**config.mk**
```make
export PLATFORM = sky130hd
export DESIGN_NAME = converter_diagnostic_monitor
export DESIGN_NICKNAME = d
export VERILOG_FILES = /design/src/design/converter_diagnostic_monitor.v /design/src/design/run_length_detector.v
export VERILOG_INCLUDE_DIRS = /design/src /design/src/design
export SDC_FILE = /design/constraint.sdc
export NUM_CORES = 1
export LEC_CHECK = 0
export ABC_AREA = 0
export BUFFER_PORTS_ARGS = -buffer_cell sky130_fd_sc_hd__buf_2
export CAP_MARGIN = 20
export CORE_MARGIN = 2
export CORE_UTILIZATION = 40
export DETAILED_ROUTE_END_ITERATION = 10
export SLEW_MARGIN = 20
export SYNTH_ARGS = -nofsm -noshare
export SYNTH_HDL_FRONTEND = slang
export SYNTH_SLANG_ARGS = --single-unit
```
**constraint.sdc**
```tcl
create_clock -name ref_clk_i -period 2.7 [get_ports ref_clk_i]
set_input_delay 0.135 -clock ref_clk_i [delete_from_list [all_inputs] [get_ports ref_clk_i]]
set_output_delay 0.135 -clock ref_clk_i [all_outputs]
set_load 0.03 [all_outputs]
```
**src/design/diag_monitor_defs.vh**
```
// Register map, field positions, reset values and timing counts of the diagnostic monitor
`ifndef DIAG_MONITOR_DEFS_VH
`define DIAG_MONITOR_DEFS_VH

// ----------------------------------------
// Register byte offsets
// ----------------------------------------
`define OFF_STATUS 8'h00
`define OFF_ERROR 8'h04
`define OFF_ERROR_EN 8'h08
`define OFF_CLOCK_COUNT 8'h0C
`define OFF_OFFSET_COEF 8'h10
`define OFF_GAIN_COEF 8'h14
`define OFF_CHANNEL_SEL 8'h18
`define OFF_RESULT 8'h1C

// ----------------------------------------
// Error and enable bit positions
// ----------------------------------------
`define BIT_REF_MISSING 0
`define BIT_CONV_FAULT 1
`define BIT_POS_INPUT 2
`define BIT_NEG_INPUT 3
`define BIT_REF_RANGE 4
`define BIT_CLOCK_COUNT 5
`define ERR_WIDTH 5
`define EN_WIDTH 6

// Status register fields
`define BIT_SUMMARY 0

// ----------------------------------------
// Reset values and limits
// ----------------------------------------
`define ERROR_EN_RESET 6'h00
`define OFFSET_RESET 16'h8000
`define GAIN_RESET 16'h5555
`define OFFSET_MIN 16'h07FF
`define OFFSET_MAX 16'hF7FF
`define RESULT_ONES 16'hFFFF
`define RESULT_ZEROS 16'h0000
`define SEL_TEST_SIGNAL 4'hF

// ----------------------------------------
// Timing counts
// ----------------------------------------
`define CLOCK_DIV_CYCLES 131
`define SAT_RUN_LEN 20

`endif

```
**src/design/converter_diagnostic_monitor.v**
```verilog
// Diagnostic monitor of the converter, reached over AXI4-Lite
//
// Functional notes
// - Reference missing or open sets its flag
// - Reference missing also sets summary bit
// - Conversion checks gated by one enable
// - Filter over/underflow flags and clamps result
// - Twenty equal modulator bits flag fault
// - Bad offset coefficient kept out, flagged
// - Gain calibration overflow flags, keeps gain
// - Fault flag updates with data or calibration, W1C
// - Separate enables per analog input
// - Each input has own range flag
// - Reference range flag from either end
// - Range flags set only when enabled
// - Clock count increments every 131 cycles
// - Clock count wraps at maximum
// - Test signal pair selectable on channel
// - Reference missing clamps output to ones
`timescale 1ns/1ps
`include "diag_monitor_defs.vh"

module converter_diagnostic_monitor (
    // Clock and reset
    input wire ref_clk_i,
    input wire rst_i,
    // AXI4-Lite write address
    input wire [7:0] s_axi_awaddr,
    input wire s_axi_awvalid,
    output reg s_axi_awready,
    // AXI4-Lite write data
    input wire [31:0] s_axi_wdata,
    input wire [3:0] s_axi_wstrb,
    input wire s_axi_wvalid,
    output reg s_axi_wready,
    // AXI4-Lite write response
    output reg [1:0] s_axi_bresp,
    output reg s_axi_bvalid,
    input wire s_axi_bready,
    // AXI4-Lite read address
    input wire [7:0] s_axi_araddr,
    input wire s_axi_arvalid,
    output reg s_axi_arready,
    // AXI4-Lite read data
    output reg [31:0] s_axi_rdata,
    output reg [1:0] s_axi_rresp,
    output reg s_axi_rvalid,
    input wire s_axi_rready,
    // Analog comparators, asynchronous
    input wire ref_below_threshold_i,
    input wire ref_open_i,
    input wire pos_input_over_i,
    input wire pos_input_under_i,
    input wire neg_input_over_i,
    input wire neg_input_under_i,
    input wire ref_pos_over_i,
    input wire ref_neg_under_i,
    // Converter core, same clock
    input wire conv_active_i,
    input wire mod_bit_valid_i,
    input wire mod_bit_i,
    input wire data_update_i,
    input wire [15:0] filter_data_i,
    input wire filter_overflow_i,
    input wire filter_underflow_i,
    input wire offset_cal_done_i,
    input wire gain_cal_done_i,
    input wire [15:0] cal_coef_i,
    // Results towards the core
    output reg [15:0] result_o,
    output reg result_valid_o,
    output reg [15:0] offset_coef_o,
    output reg [15:0] gain_coef_o,
    output reg test_signal_select_o
);

    // ----------------------------------------
    // Pin synchronisers
    // ----------------------------------------
    reg [7:0] pin_meta_q;
    reg [7:0] pin_sync_q;
    wire [7:0] pin_raw = {ref_neg_under_i, ref_pos_over_i, neg_input_under_i, neg_input_over_i,
                          pos_input_under_i, pos_input_over_i, ref_open_i, ref_below_threshold_i};

    always @(posedge ref_clk_i) begin
        if (rst_i) begin
            pin_meta_q <= 8'h00;
            pin_sync_q <= 8'h00;
        end else begin
            pin_meta_q <= pin_raw;
            pin_sync_q <= pin_meta_q;
        end
    end

    // ----------------------------------------
    // Registers
    // ----------------------------------------
    reg [`EN_WIDTH-1:0] error_en_q;
    reg [`ERR_WIDTH-1:0] error_q;
    reg [`ERR_WIDTH-1:0] error_d;
    reg [31:0] clock_count_q;
    reg [7:0] div_count_q;
    reg [3:0] channel_sel_q;

    // AXI handshakes
    reg [7:0] aw_addr_q;
    reg aw_held_q;
    reg [31:0] w_data_q;
    reg [3:0] w_strb_q;
    reg w_held_q;
    wire wr_fire = aw_held_q && w_held_q && !s_axi_bvalid;
    wire [31:0] w1c_mask = (wr_fire && aw_addr_q == `OFF_ERROR && w_strb_q[0]) ? w_data_q : 32'h0000_0000;

    always @(posedge ref_clk_i) begin
        if (rst_i) begin
            s_axi_awready <= 1'b0;
            s_axi_wready <= 1'b0;
            aw_held_q <= 1'b0;
            w_held_q <= 1'b0;
            aw_addr_q <= 8'h00;
            w_data_q <= 32'h0000_0000;
            w_strb_q <= 4'h0;
            s_axi_bvalid <= 1'b0;
            s_axi_bresp <= 2'b00;
        end else begin
            s_axi_awready <= !aw_held_q && !s_axi_awready && s_axi_awvalid;
            s_axi_wready <= !w_held_q && !s_axi_wready && s_axi_wvalid;
            if (s_axi_awvalid && s_axi_awready) begin
                aw_held_q <= 1'b1;
                aw_addr_q <= s_axi_awaddr;
            end
            if (s_axi_wvalid && s_axi_wready) begin
                w_held_q <= 1'b1;
                w_data_q <= s_axi_wdata;
                w_strb_q <= s_axi_wstrb;
            end
            if (wr_fire) begin
                aw_held_q <= 1'b0;
                w_held_q <= 1'b0;
                s_axi_bvalid <= 1'b1;
                s_axi_bresp <= (aw_addr_q > `OFF_RESULT || aw_addr_q[1:0] != 2'b00) ? 2'b10 : 2'b00;
            end else if (s_axi_bvalid && s_axi_bready) begin
                s_axi_bvalid <= 1'b0;
            end
        end
    end

    // ----------------------------------------
    // Software controlled registers
    // ----------------------------------------
    always @(posedge ref_clk_i) begin
        if (rst_i) begin
            error_en_q <= `ERROR_EN_RESET;
            channel_sel_q <= 4'h0;
        end else if (wr_fire && w_strb_q[0]) begin
            if (aw_addr_q == `OFF_ERROR_EN) begin
                error_en_q <= w_data_q[`EN_WIDTH-1:0];
            end
            if (aw_addr_q == `OFF_CHANNEL_SEL) begin
                channel_sel_q <= w_data_q[3:0];
            end
        end
    end

    // ----------------------------------------
    // Conversion fault detection
    // ----------------------------------------
    wire run_hit;
    wire conv_check_en = error_en_q[`BIT_CONV_FAULT] && conv_active_i;
    wire offset_bad = cal_coef_i < `OFFSET_MIN || cal_coef_i > `OFFSET_MAX;
    reg sat_pending_q;

    run_length_detector #(
        .RUN_LEN(`SAT_RUN_LEN)
    ) u_run_detect (
        .ref_clk_i(ref_clk_i),
        .rst_i(rst_i),
        .bit_valid_i(mod_bit_valid_i && conv_check_en),
        .bit_i(mod_bit_i),
        .clear_i(!conv_check_en),
        .run_hit_o(run_hit)
    );

    // Saturation is held until the next data update publishes it
    always @(posedge ref_clk_i) begin
        if (rst_i) begin
            sat_pending_q <= 1'b0;
        end else if (data_update_i) begin
            sat_pending_q <= run_hit;
        end else if (run_hit) begin
            sat_pending_q <= 1'b1;
        end
    end

    wire conv_fault_evt = conv_check_en && (
        (data_update_i && (filter_overflow_i || filter_underflow_i || sat_pending_q || run_hit)) ||
        (offset_cal_done_i && offset_bad) ||
        (gain_cal_done_i && filter_overflow_i));

    // ----------------------------------------
    // Error flags
    // ----------------------------------------
    wire [`ERR_WIDTH-1:0] set_evt;
    assign set_evt[`BIT_REF_MISSING] = error_en_q[`BIT_REF_MISSING] && (pin_sync_q[0] || pin_sync_q[1]);
    assign set_evt[`BIT_CONV_FAULT] = conv_fault_evt;
    assign set_evt[`BIT_POS_INPUT] = error_en_q[`BIT_POS_INPUT] && (pin_sync_q[2] || pin_sync_q[3]);
    assign set_evt[`BIT_NEG_INPUT] = error_en_q[`BIT_NEG_INPUT] && (pin_sync_q[4] || pin_sync_q[5]);
    assign set_evt[`BIT_REF_RANGE] = error_en_q[`BIT_REF_RANGE] && (pin_sync_q[6] || pin_sync_q[7]);

    always @* begin
        error_d = (error_q & ~w1c_mask[`ERR_WIDTH-1:0]) | set_evt;
    end

    always @(posedge ref_clk_i) begin
        if (rst_i) begin
            error_q <= {`ERR_WIDTH{1'b0}};
        end else begin
            error_q <= error_d;
        end
    end

    // ----------------------------------------
    // Result path and calibration registers
    // ----------------------------------------
    always @(posedge ref_clk_i) begin
        if (rst_i) begin
            result_o <= `RESULT_ZEROS;
            result_valid_o <= 1'b0;
            offset_coef_o <= `OFFSET_RESET;
            gain_coef_o <= `GAIN_RESET;
            test_signal_select_o <= 1'b0;
        end else begin
            result_valid_o <= data_update_i;
            test_signal_select_o <= channel_sel_q == `SEL_TEST_SIGNAL;
            if (data_update_i) begin
                if (error_d[`BIT_REF_MISSING]) begin
                    result_o <= `RESULT_ONES;
                end else if (conv_check_en && filter_overflow_i) begin
                    result_o <= `RESULT_ZEROS;
                end else if (conv_check_en && filter_underflow_i) begin
                    result_o <= `RESULT_ONES;
                end else begin
                    result_o <= filter_data_i;
                end
            end
            // offset kept when out of range
            if (offset_cal_done_i && !(conv_check_en && offset_bad)) begin
                offset_coef_o <= cal_coef_i;
            end
            if (gain_cal_done_i && !(conv_check_en && filter_overflow_i)) begin
                gain_coef_o <= cal_coef_i;
            end
        end
    end

    // ----------------------------------------
    // Clock counter
    // ----------------------------------------
    always @(posedge ref_clk_i) begin
        if (rst_i) begin
            div_count_q <= 8'h00;
            clock_count_q <= 32'h0000_0000;
        end else if (!error_en_q[`BIT_CLOCK_COUNT]) begin
            div_count_q <= 8'h00;
        end else if ({24'h00_0000, div_count_q} == `CLOCK_DIV_CYCLES - 1) begin
            div_count_q <= 8'h00;
            clock_count_q <= clock_count_q + 32'h0000_0001;
        end else begin
            div_count_q <= div_count_q + 8'h01;
        end
    end

    // ----------------------------------------
    // AXI read path
    // ----------------------------------------
    always @(posedge ref_clk_i) begin
        if (rst_i) begin
            s_axi_arready <= 1'b0;
            s_axi_rvalid <= 1'b0;
            s_axi_rdata <= 32'h0000_0000;
            s_axi_rresp <= 2'b00;
        end else begin
            s_axi_arready <= !s_axi_arready && !s_axi_rvalid && s_axi_arvalid;
            if (s_axi_arvalid && s_axi_arready) begin
                s_axi_rvalid <= 1'b1;
                s_axi_rresp <= 2'b00;
                case (s_axi_araddr)
                    `OFF_STATUS: s_axi_rdata <= {31'h0, |error_q};
                    `OFF_ERROR: s_axi_rdata <= {27'h0, error_q};
                    `OFF_ERROR_EN: s_axi_rdata <= {26'h0, error_en_q};
                    `OFF_CLOCK_COUNT: s_axi_rdata <= clock_count_q;
                    `OFF_OFFSET_COEF: s_axi_rdata <= {16'h0, offset_coef_o};
                    `OFF_GAIN_COEF: s_axi_rdata <= {16'h0, gain_coef_o};
                    `OFF_CHANNEL_SEL: s_axi_rdata <= {28'h0, channel_sel_q};
                    `OFF_RESULT: s_axi_rdata <= {16'h0, result_o};
                    default: begin
                        s_axi_rdata <= 32'h0000_0000;
                        s_axi_rresp <= 2'b10;
                    end
                endcase
            end else if (s_axi_rvalid && s_axi_rready) begin
                s_axi_rvalid <= 1'b0;
            end
        end
    end

endmodule // converter_diagnostic_monitor

```
**src/design/run_length_detector.v**
```verilog
// Detects a run of identical modulator bits of a given length
`timescale 1ns/1ps

module run_length_detector #(
    parameter RUN_LEN = 20
) (
    // Clock and reset
    input wire ref_clk_i,
    input wire rst_i,
    // Bitstream
    input wire bit_valid_i,
    input wire bit_i,
    input wire clear_i,
    // Result
    output reg run_hit_o
);

    reg last_bit_q;
    reg [4:0] run_len_q;

    always @(posedge ref_clk_i) begin
        if (rst_i || clear_i) begin
            last_bit_q <= 1'b0;
            run_len_q <= 5'h00;
            run_hit_o <= 1'b0;
        end else if (bit_valid_i) begin
            last_bit_q <= bit_i;
            if (run_len_q != 5'h00 && bit_i == last_bit_q) begin
                if (run_len_q != RUN_LEN[4:0]) begin
                    run_len_q <= run_len_q + 5'h01;
                end
                run_hit_o <= (run_len_q + 5'h01) == RUN_LEN[4:0];
            end else begin
                run_len_q <= 5'h01;
                run_hit_o <= 1'b0;
            end
        end else begin
            run_hit_o <= 1'b0;
        end
    end

endmodule // run_length_detector

```
==> impl_metrics.yaml, run 1 <==
place:
  port_buffers: 166
  dp_hpwl_mm: 15.2
  place_congestion: 0.804
logic_synthesis:
  synthArstFlopShare_pct: 0
  synth_edf_count: 0
  syn_area_per_cell_um2: 9.07
  yosys_warnings: 0
  syn_area_um2: 8100
  ys_seq_area_share_pct: 45.7
  synth_flop_cell: "dfxtp_1"
  yosysUniqueCellTypes: 54
  netlist_instances: 893
  synth.ff_latch_count: 185
route:
  wirelength_mm: 21.3
  drt_iter0_markers: 327
  drc: 0
  vias: 7046
  vias_per_cell: 5.19
  ant_nets: 0
  firstDrtPassIters: 7
  wl_per_cell_um: 15.7
worst_hold_path:
  hold_class: "in2reg"
  holdPathStages: 3
  hold_start: "cal_coef_i[6]"
  min_to: "offset_coef_o[6]"
clock_network:
  post_cts_buffers: 0
  cts_tree: "yes"
  path_clk_slew_ns: 0.07
  htreeDepth: 4
  cts_buffer_depth: 2
  cts_buffers: 17
  clock_sink_count: 185
  clkLatencyLatePin_ns: 0.43
  clockRootBuffer: "clkbuf_16"
global_routing:
  grt_overflow_total: 0
  grt_pass1_wl_mm: 34.1
  grt_max_degree: 79
  gr-usage-all-layers_pct: 19.9
  grt_pass1_vias: 6552
  antenna_found_initial: 0
sta:
  finClkSkew_ns: 0.0114
  slew_violations: 0
  fin_crit_sh_pct: 82.9
  setup_viol: 0
  slew_headroom_pct: 49.4
  tightest_slew_ns: 0.759
  fmaxAchievable_mhz: 447
  finalSetupTns_ns: 0
  hold_viol_final: 0
  rsz0062_at_grt: "no"
  min_period_ns: 2.24
power:
  p_per_area_nw_per_um2: 578
  ir_drop_mv: 0.369
  p_leak_nw: 4.09
setup_path:
  reg2reg_to: "clock_count_q[31]"
  cpMaxStageDelayCell: "or4_4"
  worstSetupPathType: "reg2reg"
  crit_path_start_kind: "flop"
  worstReg2RegStart: "div_count_q[2]"
  max_stage_delay_ns: 0.68
  reg2regPathDepth: 4
  cp.arrival_ns: 2.56
  crit_family: "simple AND/OR/NAND/NOR gates"
  path_cells: "or3_4, or4_4, nor4_1, mux2_2"
  cp_num_buf_inv: 0
  cp.required_ns: 3.02
  cp_max_fo: 17
  reg2reg_slack_ns: 0.46
  critPathCaptureType: "flop"
  path_depth: 4
die:
  die-width_um: 146
  die-area_um2: 21400
  coreArea_um2: 20000
  initial_utilization_pct: 40.4
  die_height_um: 146
  design.portCount: 198
  rows: 52
layout:
  mostFrequentLayoutCells: "185 x dfxtp_1, 165 x buf_2, 83 x nor2_1, 60 x nand2_1, 50 x a21oi_1"
  final_core_util_pct: 50.6
  syn2layout_area_growth_pct: 25.1
  n_fill_cell: 1952
  final_common_cell: "dfxtp_1"
  diodes: 0
  nets: 1186
  drive_gt1_share_pct: 23.6
run_status:
  outcome: "finished clean"
run:
  cap_violations: 0
[layer usage]
| layer | up-vias | track usage (%) | share of wire [%] |
|---|---|---|---|
| met3 | 28 | 3.41 | 5.0 |
| met1 | 3288 | 27.5 | 47 |
| li1 | 3536 | - | - |
| met2 | 194 | 31.6 | 46 |
| met4 | 0 | 6.70 | 1.9 |
| met5 | - | 0 | 0 |
[cells in the mapped netlist (all sizes together) (3+ instances only)]
master / number / area share (%)
nor4b: 5 / 0.62
mux2i: 33 / 4.1
or4: 3 / 0.32
nor2b: 33 / 2.5
nor3: 18 / 1.1
nor4bb: 3 / 0.37
nand2b: 47 / 3.6
nand2: 60 / 2.8
dfxtp: 185 / 46
nor3b: 3 / 0.28
ha: 5 / 0.77
xor2: 8 / 0.87
mux4: 4 / 1.1
and2: 3 / 0.23
o2bb2ai: 10 / 1.1
buf: 15 / 1.1
nand3: 37 / 2.3
inv: 19 / 0.88
a211oi: 17 / 1.6
nor4: 14 / 1.1
xnor2: 4 / 0.43
a22o: 16 / 1.7
nand4b: 3 / 0.32
mux2: 35 / 4.9
or3: 13 / 1.1
nor2: 83 / 3.8
and3: 14 / 1.1
a21oi: 50 / 3.1
a22oi: 28 / 2.6
and4: 5 / 0.54
clkbuf: 47 / 2.2
a211o: 8 / 0.87
o21ai: 38 / 2.3
nand4: 11 / 0.85
[through the flow]
| stage | cell area, µm² | cells | worst slack, ns | hold slack, ns | power [mW] |
|---|---|---|---|---|---|
| 2_1_floorplan | 8100 | 894 | 0.586 | 0.263 | 3.25 |
| 3_5_place_dp | 9130 | 1282 | 0.461 | 0.347 | 3.46 |
| 5_1_grt | 10100 | 1357 | 0.343 | 0.0120 | 6.10 |
| 3_3_place_gp | 9130 | 1282 | 0.460 | 0.354 | 3.45 |
| 6_report | 10100 | 1357 | 0.462 | 0.0152 | 5.86 |
| 4_1_cts | 10100 | 1357 | 0.450 | 0.00285 | 5.93 |
[how the worst max path moves through the flow]
stage / start / endpoint / slack, ns
6_report: div_count_q[2] / clock_count_q[31] / 0.46
5_1_grt: clock_count_q[0] / clock_count_q[30] / 0.34
4_1_cts: div_count_q[2] / clock_count_q[31] / 0.45
3_5_place_dp: div_count_q[2] / clock_count_q[31] / 0.46
3_3_place_gp: div_count_q[2] / clock_count_q[26] / 0.46
2_1_floorplan: div_count_q[2] / clock_count_q[28] / 0.59
[area by class of cell]
type | instances | area (µm²) | share of cell area [%]
multi-input cells | 628 | 4070 | 40.2
flip-flops and latches | 185 | 3700 | 36.5
clock buffers | 18 | 439 | 4.33
inverters | 19 | 71.3 | 0.704
repair buffers | 223 | 1380 | 13.6
well taps | 270 | 338 | 3.33
clock inverters | 14 | 131 | 1.30
[worst register-to-register path, delay by kind of cell, from the launching register on]
family           cells  cell delay, ns
AND/OR/NAND/NOR      3            1.41
multiplexers         1            0.37
flip-flops           1            0.35
[flip-flops by register name, summed over array words and instances (netlist names), 4 cells and up]
register,count
aw_addr_q,8
channel_sel_q,4
clock_count_q,32
div_count_q,8
error_en_q,6
error_q,5
gain_coef_o,16
offset_coef_o,16
pin_meta_q,8
pin_sync_q,8
result_o,16
s_axi_rdata,32
u_run_detect.run_len_q,5
w_data_q,6
[report_power, final]
part           switching, mW  leakage, nW  internal [mW]
sequential            0.0601         1.51           2.80
clock                   1.17        0.279           1.24
combinational          0.346         2.31          0.235
total                   1.58         4.09           4.28
[kinds of logic after synthesis]
family | synth area share (%)
compound gates | 14.0
xor+xnor | 1.30
fa+ha+maj | 0.772
buf+inv | 4.16
flops | 45.7
mux | 10.1
other cells | 0.0463
simple gates | 24.0
[timing repair]
| action | in CTS | in global routing |
|---|---|---|
| hold endpoints to repair | 46 | 0 |
| hold buffers | 43 | 0 |
| endpoints found under the setup margin | 0 | 0 |
| resized for setup | 0 | 0 |
Power figures use the tool's default switching activity.
==> run 2: changes to the inputs <==
- ABC_AREA: 0 -> 1
- clock period: 2.7 -> 1.87 ns (I/O delays scaled with it)
==> run 2 against run 1 <==
Sequential power is 46% higher. Wire length grew 12%. Fmax up 31%. Global-route usage increased by 1.8 points. Synthesized area up 6.9%. Cell area up 7.4%.
==> impl_metrics.yaml, run 2 <==
power:
  finalPower_mw: 8.50
  ir_drop_mv: 0.554
  p_per_area_nw_per_um2: 781
  p_leak_nw: 4.92
logic_synthesis:
  yosysUniqueCellTypes: 43
  netlist_instances: 1266
  synth_edf_count: 0
  synthTopCellsByCount: "281 x nand2_1, 223 x nor2_1, 185 x dfxtp_1"
  synth_flop_cell: "dfxtp_1"
  synth_top_cell_area_share_pct: 42.8
  yosysMostFrequentCell: "nand2_1"
  syn_area_um2: 8660
  synthArstFlopShare_pct: 0
  post-synth-top-area-cell: "dfxtp_1"
  ys_seq_area_share_pct: 42.8
  syn_area_per_cell_um2: 6.84
  yosys_warnings: 0
  synthTopCellsByArea: "dfxtp_1 43%, nand2_1 12%, nor2_1 9.7%"
  synth.ff_latch_count: 185
sta:
  finalSetupTns_ns: 0
  slew_violations: 0
  min_period_ns: 1.70
  tightest_slew_ns: 0.607
  setup_slack_ns: 0.166
  setup_viol: 0
  finClkSkew_ns: 0.0108
  rsz0062_at_grt: "no"
  fin_crit_sh_pct: 91.1
  fmaxAchievable_mhz: 587
  slew_headroom_pct: 59.5
  hold_viol_final: 0
layout:
  syn2layout_area_growth_pct: 25.7
  mostFrequentLayoutCells: "281 x nand2_1, 222 x nor2_1, 185 x dfxtp_1, 166 x buf_2, 121 x inv_1"
  reg.largest.list: "clock_count_q x32, s_axi_rdata x32"
  final_common_cell: "nand2_1"
  n_fill_cell: 2152
  diodes: 0
  final_core_util_pct: 51.5
  drive_gt1_share_pct: 18.1
  nets: 1590
worst_hold_path:
  hold_class: "in2reg"
setup_path:
  crit_path_start_kind: "flop"
  crit_family: "simple AND/OR/NAND/NOR gates"
  cp_num_buf_inv: 1
  crit_path_end: "clock_count_q[19]"
  cpMaxStageDelayCell: "dfxtp_1"
  startpoint: "div_count_q[0]"
  cp.required_ns: 2.20
  cp_max_fo: 17
  cp.arrival_ns: 2.03
  path_depth: 11
  path_cells: "inv_1, ha_1, nand3_1, nor2_4, nand2_4, nor2_4, nand2_2, nor2_2, nand2_1, nand2_1, nor2_1"
  reg2reg_slack_ns: 0.17
  worstSetupPathType: "reg2reg"
  worstReg2RegStart: "div_count_q[0]"
  reg2regPathDepth: 11
  critPathCaptureType: "flop"
  max_stage_delay_ns: 0.33
  reg2reg_to: "clock_count_q[19]"
die:
  initial_utilization_pct: 40.9
  die-width_um: 151
  coreArea_um2: 21200
  rows: 53
  die-area_um2: 22800
  design.portCount: 198
  die_height_um: 151
route:
  wl_per_cell_um: 13.5
  drt_iter0_markers: 480
  firstDrtPassIters: 5
  vias_per_cell: 4.84
  drc: 0
  wirelength_mm: 23.9
  vias: 8544
  ant_nets: 0
global_routing:
  grt_overflow_total: 0
  antenna_found_initial: 0
  gr-usage-all-layers_pct: 21.6
  grt_pass1_vias: 7933
  grt_pass1_wl_mm: 39.0
  grt_max_degree: 55
run:
  cap_violations: 0
clock_network:
  clkLatencyLatePin_ns: 0.43
  clock_sink_count: 185
  clockRootBuffer: "clkbuf_16"
  path_clk_slew_ns: 0.07
  cts_buffer_depth: 2
  htreeDepth: 4
  cts_tree: "yes"
  cts_buffers: 17
place:
  dp_hpwl_mm: 17.5
  place_congestion: 0.879
  place_ws_ns: 0.198
  port_buffers: 166
run_status:
  outcome: "finished clean"
==> run 2: worst min-delay path by stage <==
stage | to | cells after the start | start
6_report | s_axi_rresp[1] | 3 | s_axi_araddr[6]
5_1_grt | sat_pending_q | 4 | data_update_i
4_1_cts | error_q[1] | 3 | offset_cal_done_i
3_5_place_dp | pin_meta_q[6] | 3 | ref_pos_over_i
3_3_place_gp | pin_meta_q[4] | 3 | neg_input_over_i
2_1_floorplan | pin_meta_q[0] | 2 | ref_below_threshold_i
==> run 2: logic make-up after synthesis <==
group                    count (synthesis)  synth area share [%]
flip-flops                             185                  42.8
buffers and inverters                  182                  8.89
AO/OA/AOI/OAI                          193                  11.6
XOR/XNOR                                12                  1.21
adder cells (fa/ha/maj)                  5                 0.723
AND/OR/NAND/NOR                        688                  34.8
other                                    1                0.0433
==> run 2: worst reg2reg max path, cell delays in order (launching register included) <==
cell,delay [ns]
dfxtp_1,0.33
inv_1,0.07
ha_1,0.15
nand3_1,0.11
nor2_4,0.21
nand2_4,0.19
nor2_4,0.22
nand2_2,0.08
nor2_2,0.10
nand2_1,0.05
nand2_1,0.05
nor2_1,0.03
==> run 2: report_power, final <==
part	internal, mW	leakage [nW]	switching, mW	total, mW
sequential	4.07	1.51	0.0943	4.17
clock	1.84	0.263	1.57	3.41
combinational	0.339	3.15	0.589	0.928
total	6.25	4.92	2.25	8.50
==> run 2: per-layer routing <==
| metal | part of all wire (%) | up-vias | track usage, % | routed length [µm] |
|---|---|---|---|---|
| li1 | - | 4458 | - | - |
| met1 | 45 | 3805 | 28.1 | 10800 |
| met2 | 47 | 236 | 35.8 | 11200 |
| met3 | 5.9 | 45 | 5.09 | 1410 |
| met4 | 2.1 | 0 | 6.40 | 498 |
| met5 | 0 | - | 0 | 0 |
==> run 2: area by class of cell <==
type | count | area (µm²) | area share [%]
clock buffer | 18 | 429 | 3.94
clock inverter | 13 | 120 | 1.10
inverter | 128 | 482 | 4.43
multi-input combinational | 900 | 4190 | 38.5
sequential | 185 | 3700 | 34.0
tap | 275 | 344 | 3.16
timing repair buffer | 246 | 1610 | 14.8
==> run 2: repair_timing <==
action	4_1_cts	5_1_grt
hold buffers	51	1
hold endpoints to repair	62	1
setup buffers	0	3
gates resized for setup	0	1
setup endpoints to repair	0	2
==> run 2: through the flow <==
stage	area (µm²)	std cells	hold WS [ns]
floorplan	8660	1267	0.200
global placement	9780	1679	0.307
detailed placement	9780	1679	0.303
CTS	10800	1761	0.00649
global route	10900	1765	0.0432
finish	10900	1765	0.0232
==> run 3: changes to the inputs <==
- BUFFER_PORTS_ARGS: -buffer_cell sky130_fd_sc_hd__buf_2 -> unset
- DONT_BUFFER_PORTS: unset -> 1
==> run 3 against run 2 <==
Critical path type unchanged. Final cell count is 8.6% lower. Utilization down 3.0 points. Largest power group unchanged. Register-to-register slack improved by 0.03 ns.
==> impl_metrics.yaml, run 3 (synthesis results as in run 2) <==
die:
  initial_utilization_pct: 40.9
  die-width_um: 151
  design.portCount: 198
  die_height_um: 151
  rows: 53
  die-area_um2: 22800
  coreArea_um2: 21200
route:
  vias: 8065
  drc: 0
  drt_iter0_markers: 450
  ant_nets: 0
  vias_per_cell: 5.00
  wirelength_mm: 24.1
  firstDrtPassIters: 5
  wl_per_cell_um: 14.9
global_routing:
  grt.met2_usage_pct: 35.1
  grt_overflow_total: 0
  antenna_found_initial: 0
  busiest_layer: "met2"
  grt_max_degree: 78
  grt_pass1_wl_mm: 38.3
  use_met1_pct: 26.9
  use_met3_pct: 6.14
  grt_pass1_vias: 7531
  gr-usage-all-layers_pct: 21.4
sta:
  fin_crit_sh_pct: 89.5
  fmaxAchievable_mhz: 597
  rsz0062_at_grt: "no"
  min_period_ns: 1.67
  finalSetupTns_ns: 0
  whs_ns: 0.0279
  hold_viol_final: 0
  finClkSkew_ns: 0.0123
  tightest_slew_ns: 0.640
  setup_viol: 0
  slew_headroom_pct: 57.2
  slew_violations: 0
setup_path:
  path_cells: "inv_1, ha_1, nand3_1, nor2_4, nand2_4, nor2_2, nand2_1, o21ai_0, a21oi_1"
  cp.required_ns: 2.18
  max_stage_delay_ns: 0.34
  worstReg2RegStart: "div_count_q[0]"
  reg2reg_to: "clock_count_q[10]"
  reg2regPathDepth: 9
  worstSetupPathType: "reg2reg"
  cp_max_fo: 11
  critPathCaptureType: "flop"
  reg2reg_slack_ns: 0.20
  cpMaxStageDelayCell: "dfxtp_1"
  cp.arrival_ns: 1.99
  crit_path_start_kind: "flop"
layout:
  mostFrequentLayoutCells: "281 x nand2_1, 223 x nor2_1, 185 x dfxtp_1, 121 x inv_1, 108 x nand3_1"
  final_common_cell: "nand2_1"
  n_fill_cell: 2108
  final_core_util_pct: 48.4
  syn2layout_area_growth_pct: 18.4
  diodes: 0
  reg.largest.list: "clock_count_q x32, s_axi_rdata x32"
  nets: 1438
  drive_gt1_share_pct: 7.39
  final_cells: 1614
clock_network:
  clkLatencyLatePin_ns: 0.44
  clock_sink_count: 185
  cts_buffers: 17
  cts_resized: 0
  clockRootBuffer: "clkbuf_16"
  path_clk_slew_ns: 0.08
  post_cts_buffers: 0
  htreeDepth: 4
  cts_buffer_depth: 2
  cts_tree: "yes"
worst_hold_path:
  holdPathStages: 2
  min_to: "pin_sync_q[4]"
  hold_start: "rst_i"
  hold_class: "in2reg"
place:
  port_buffers: 0
  placed_cells: 1510
  place_congestion: 0.888
  dp_hpwl_mm: 16.9
run:
  cap_violations: 0
power:
  ir_drop_mv: 0.447
  p_per_area_nw_per_um2: 851
  p_leak_nw: 4.25
run_status:
  outcome: "finished clean"
==> run 3: cell count changes in the layout (fill, tap and decap cells not counted), moves of 2 or more <==
cell,change
buf_4,-3
dlygate4sd3_1,+19
inv_8,+4
buf_2,-166
clkinv_2,-2
buf_12,-3
==> run 3: area by class of cell <==
cell class	count	area, µm²	area share [%]
clock buffers	17	425	4.15
clock inverters	15	185	1.81
inverters	128	482	4.70
multi-input cells	900	4190	40.9
flip-flops and latches	185	3700	36.1
well taps	275	344	3.36
repair buffers	94	916	8.94
==> run 3: how the worst max path moves through the flow <==
stage,start,endpoint,slack [ns],cells past startpoint
3_3_place_gp,div_count_q[0],clock_count_q[19],0.25,11
5_1_grt,div_count_q[0],clock_count_q[18],0.01,10
4_1_cts,div_count_q[0],clock_count_q[10],0.17,9
2_1_floorplan,s_axi_bvalid,result_o[6],0.43,9
6_report,div_count_q[0],clock_count_q[10],0.20,9
3_5_place_dp,div_count_q[0],clock_count_q[17],0.23,9
==> run 3: layer usage <==
metal	vias to the layer above	wire, µm
li1	4169	-
met2	211	11100
met1	3655	10800
met3	30	1590
met5	-	0
met4	0	538
==> run 3: what timing repair did <==
action                                  4_1_cts  5_1_grt
hold buffers                                 72        0
endpoints found under the setup margin        0        0
endpoints found under the hold margin       133        0
==> run 3: critical path: cells and delay by family, from the launching register on <==
| family | cells | cell delay (ns) |
|---|---|---|
| AOI/OAI and AO/OA | 2 | 0.24 |
| adders and majority gates | 1 | 0.13 |
| buffers and inverters | 1 | 0.06 |
| DFF | 1 | 0.34 |
| and+or+nand+nor | 5 | 0.79 |
==> run 3: power by group <==
group,total (mW),internal (mW),switching [mW]
logic,0.586,0.245,0.340
registers,4.37,4.07,0.304
clock network,3.76,2.03,1.73
==> run 3: per-stage QoR <==
stage	area, µm²	total power [mW]	worst slack, ns
after global placement	8900	4.88	0.247
after floorplan	8660	4.79	0.430
after CTS	10200	8.78	0.174
after global routing	10200	9.03	0.0138
final	10200	8.72	0.196
after detailed placement	8900	4.89	0.230
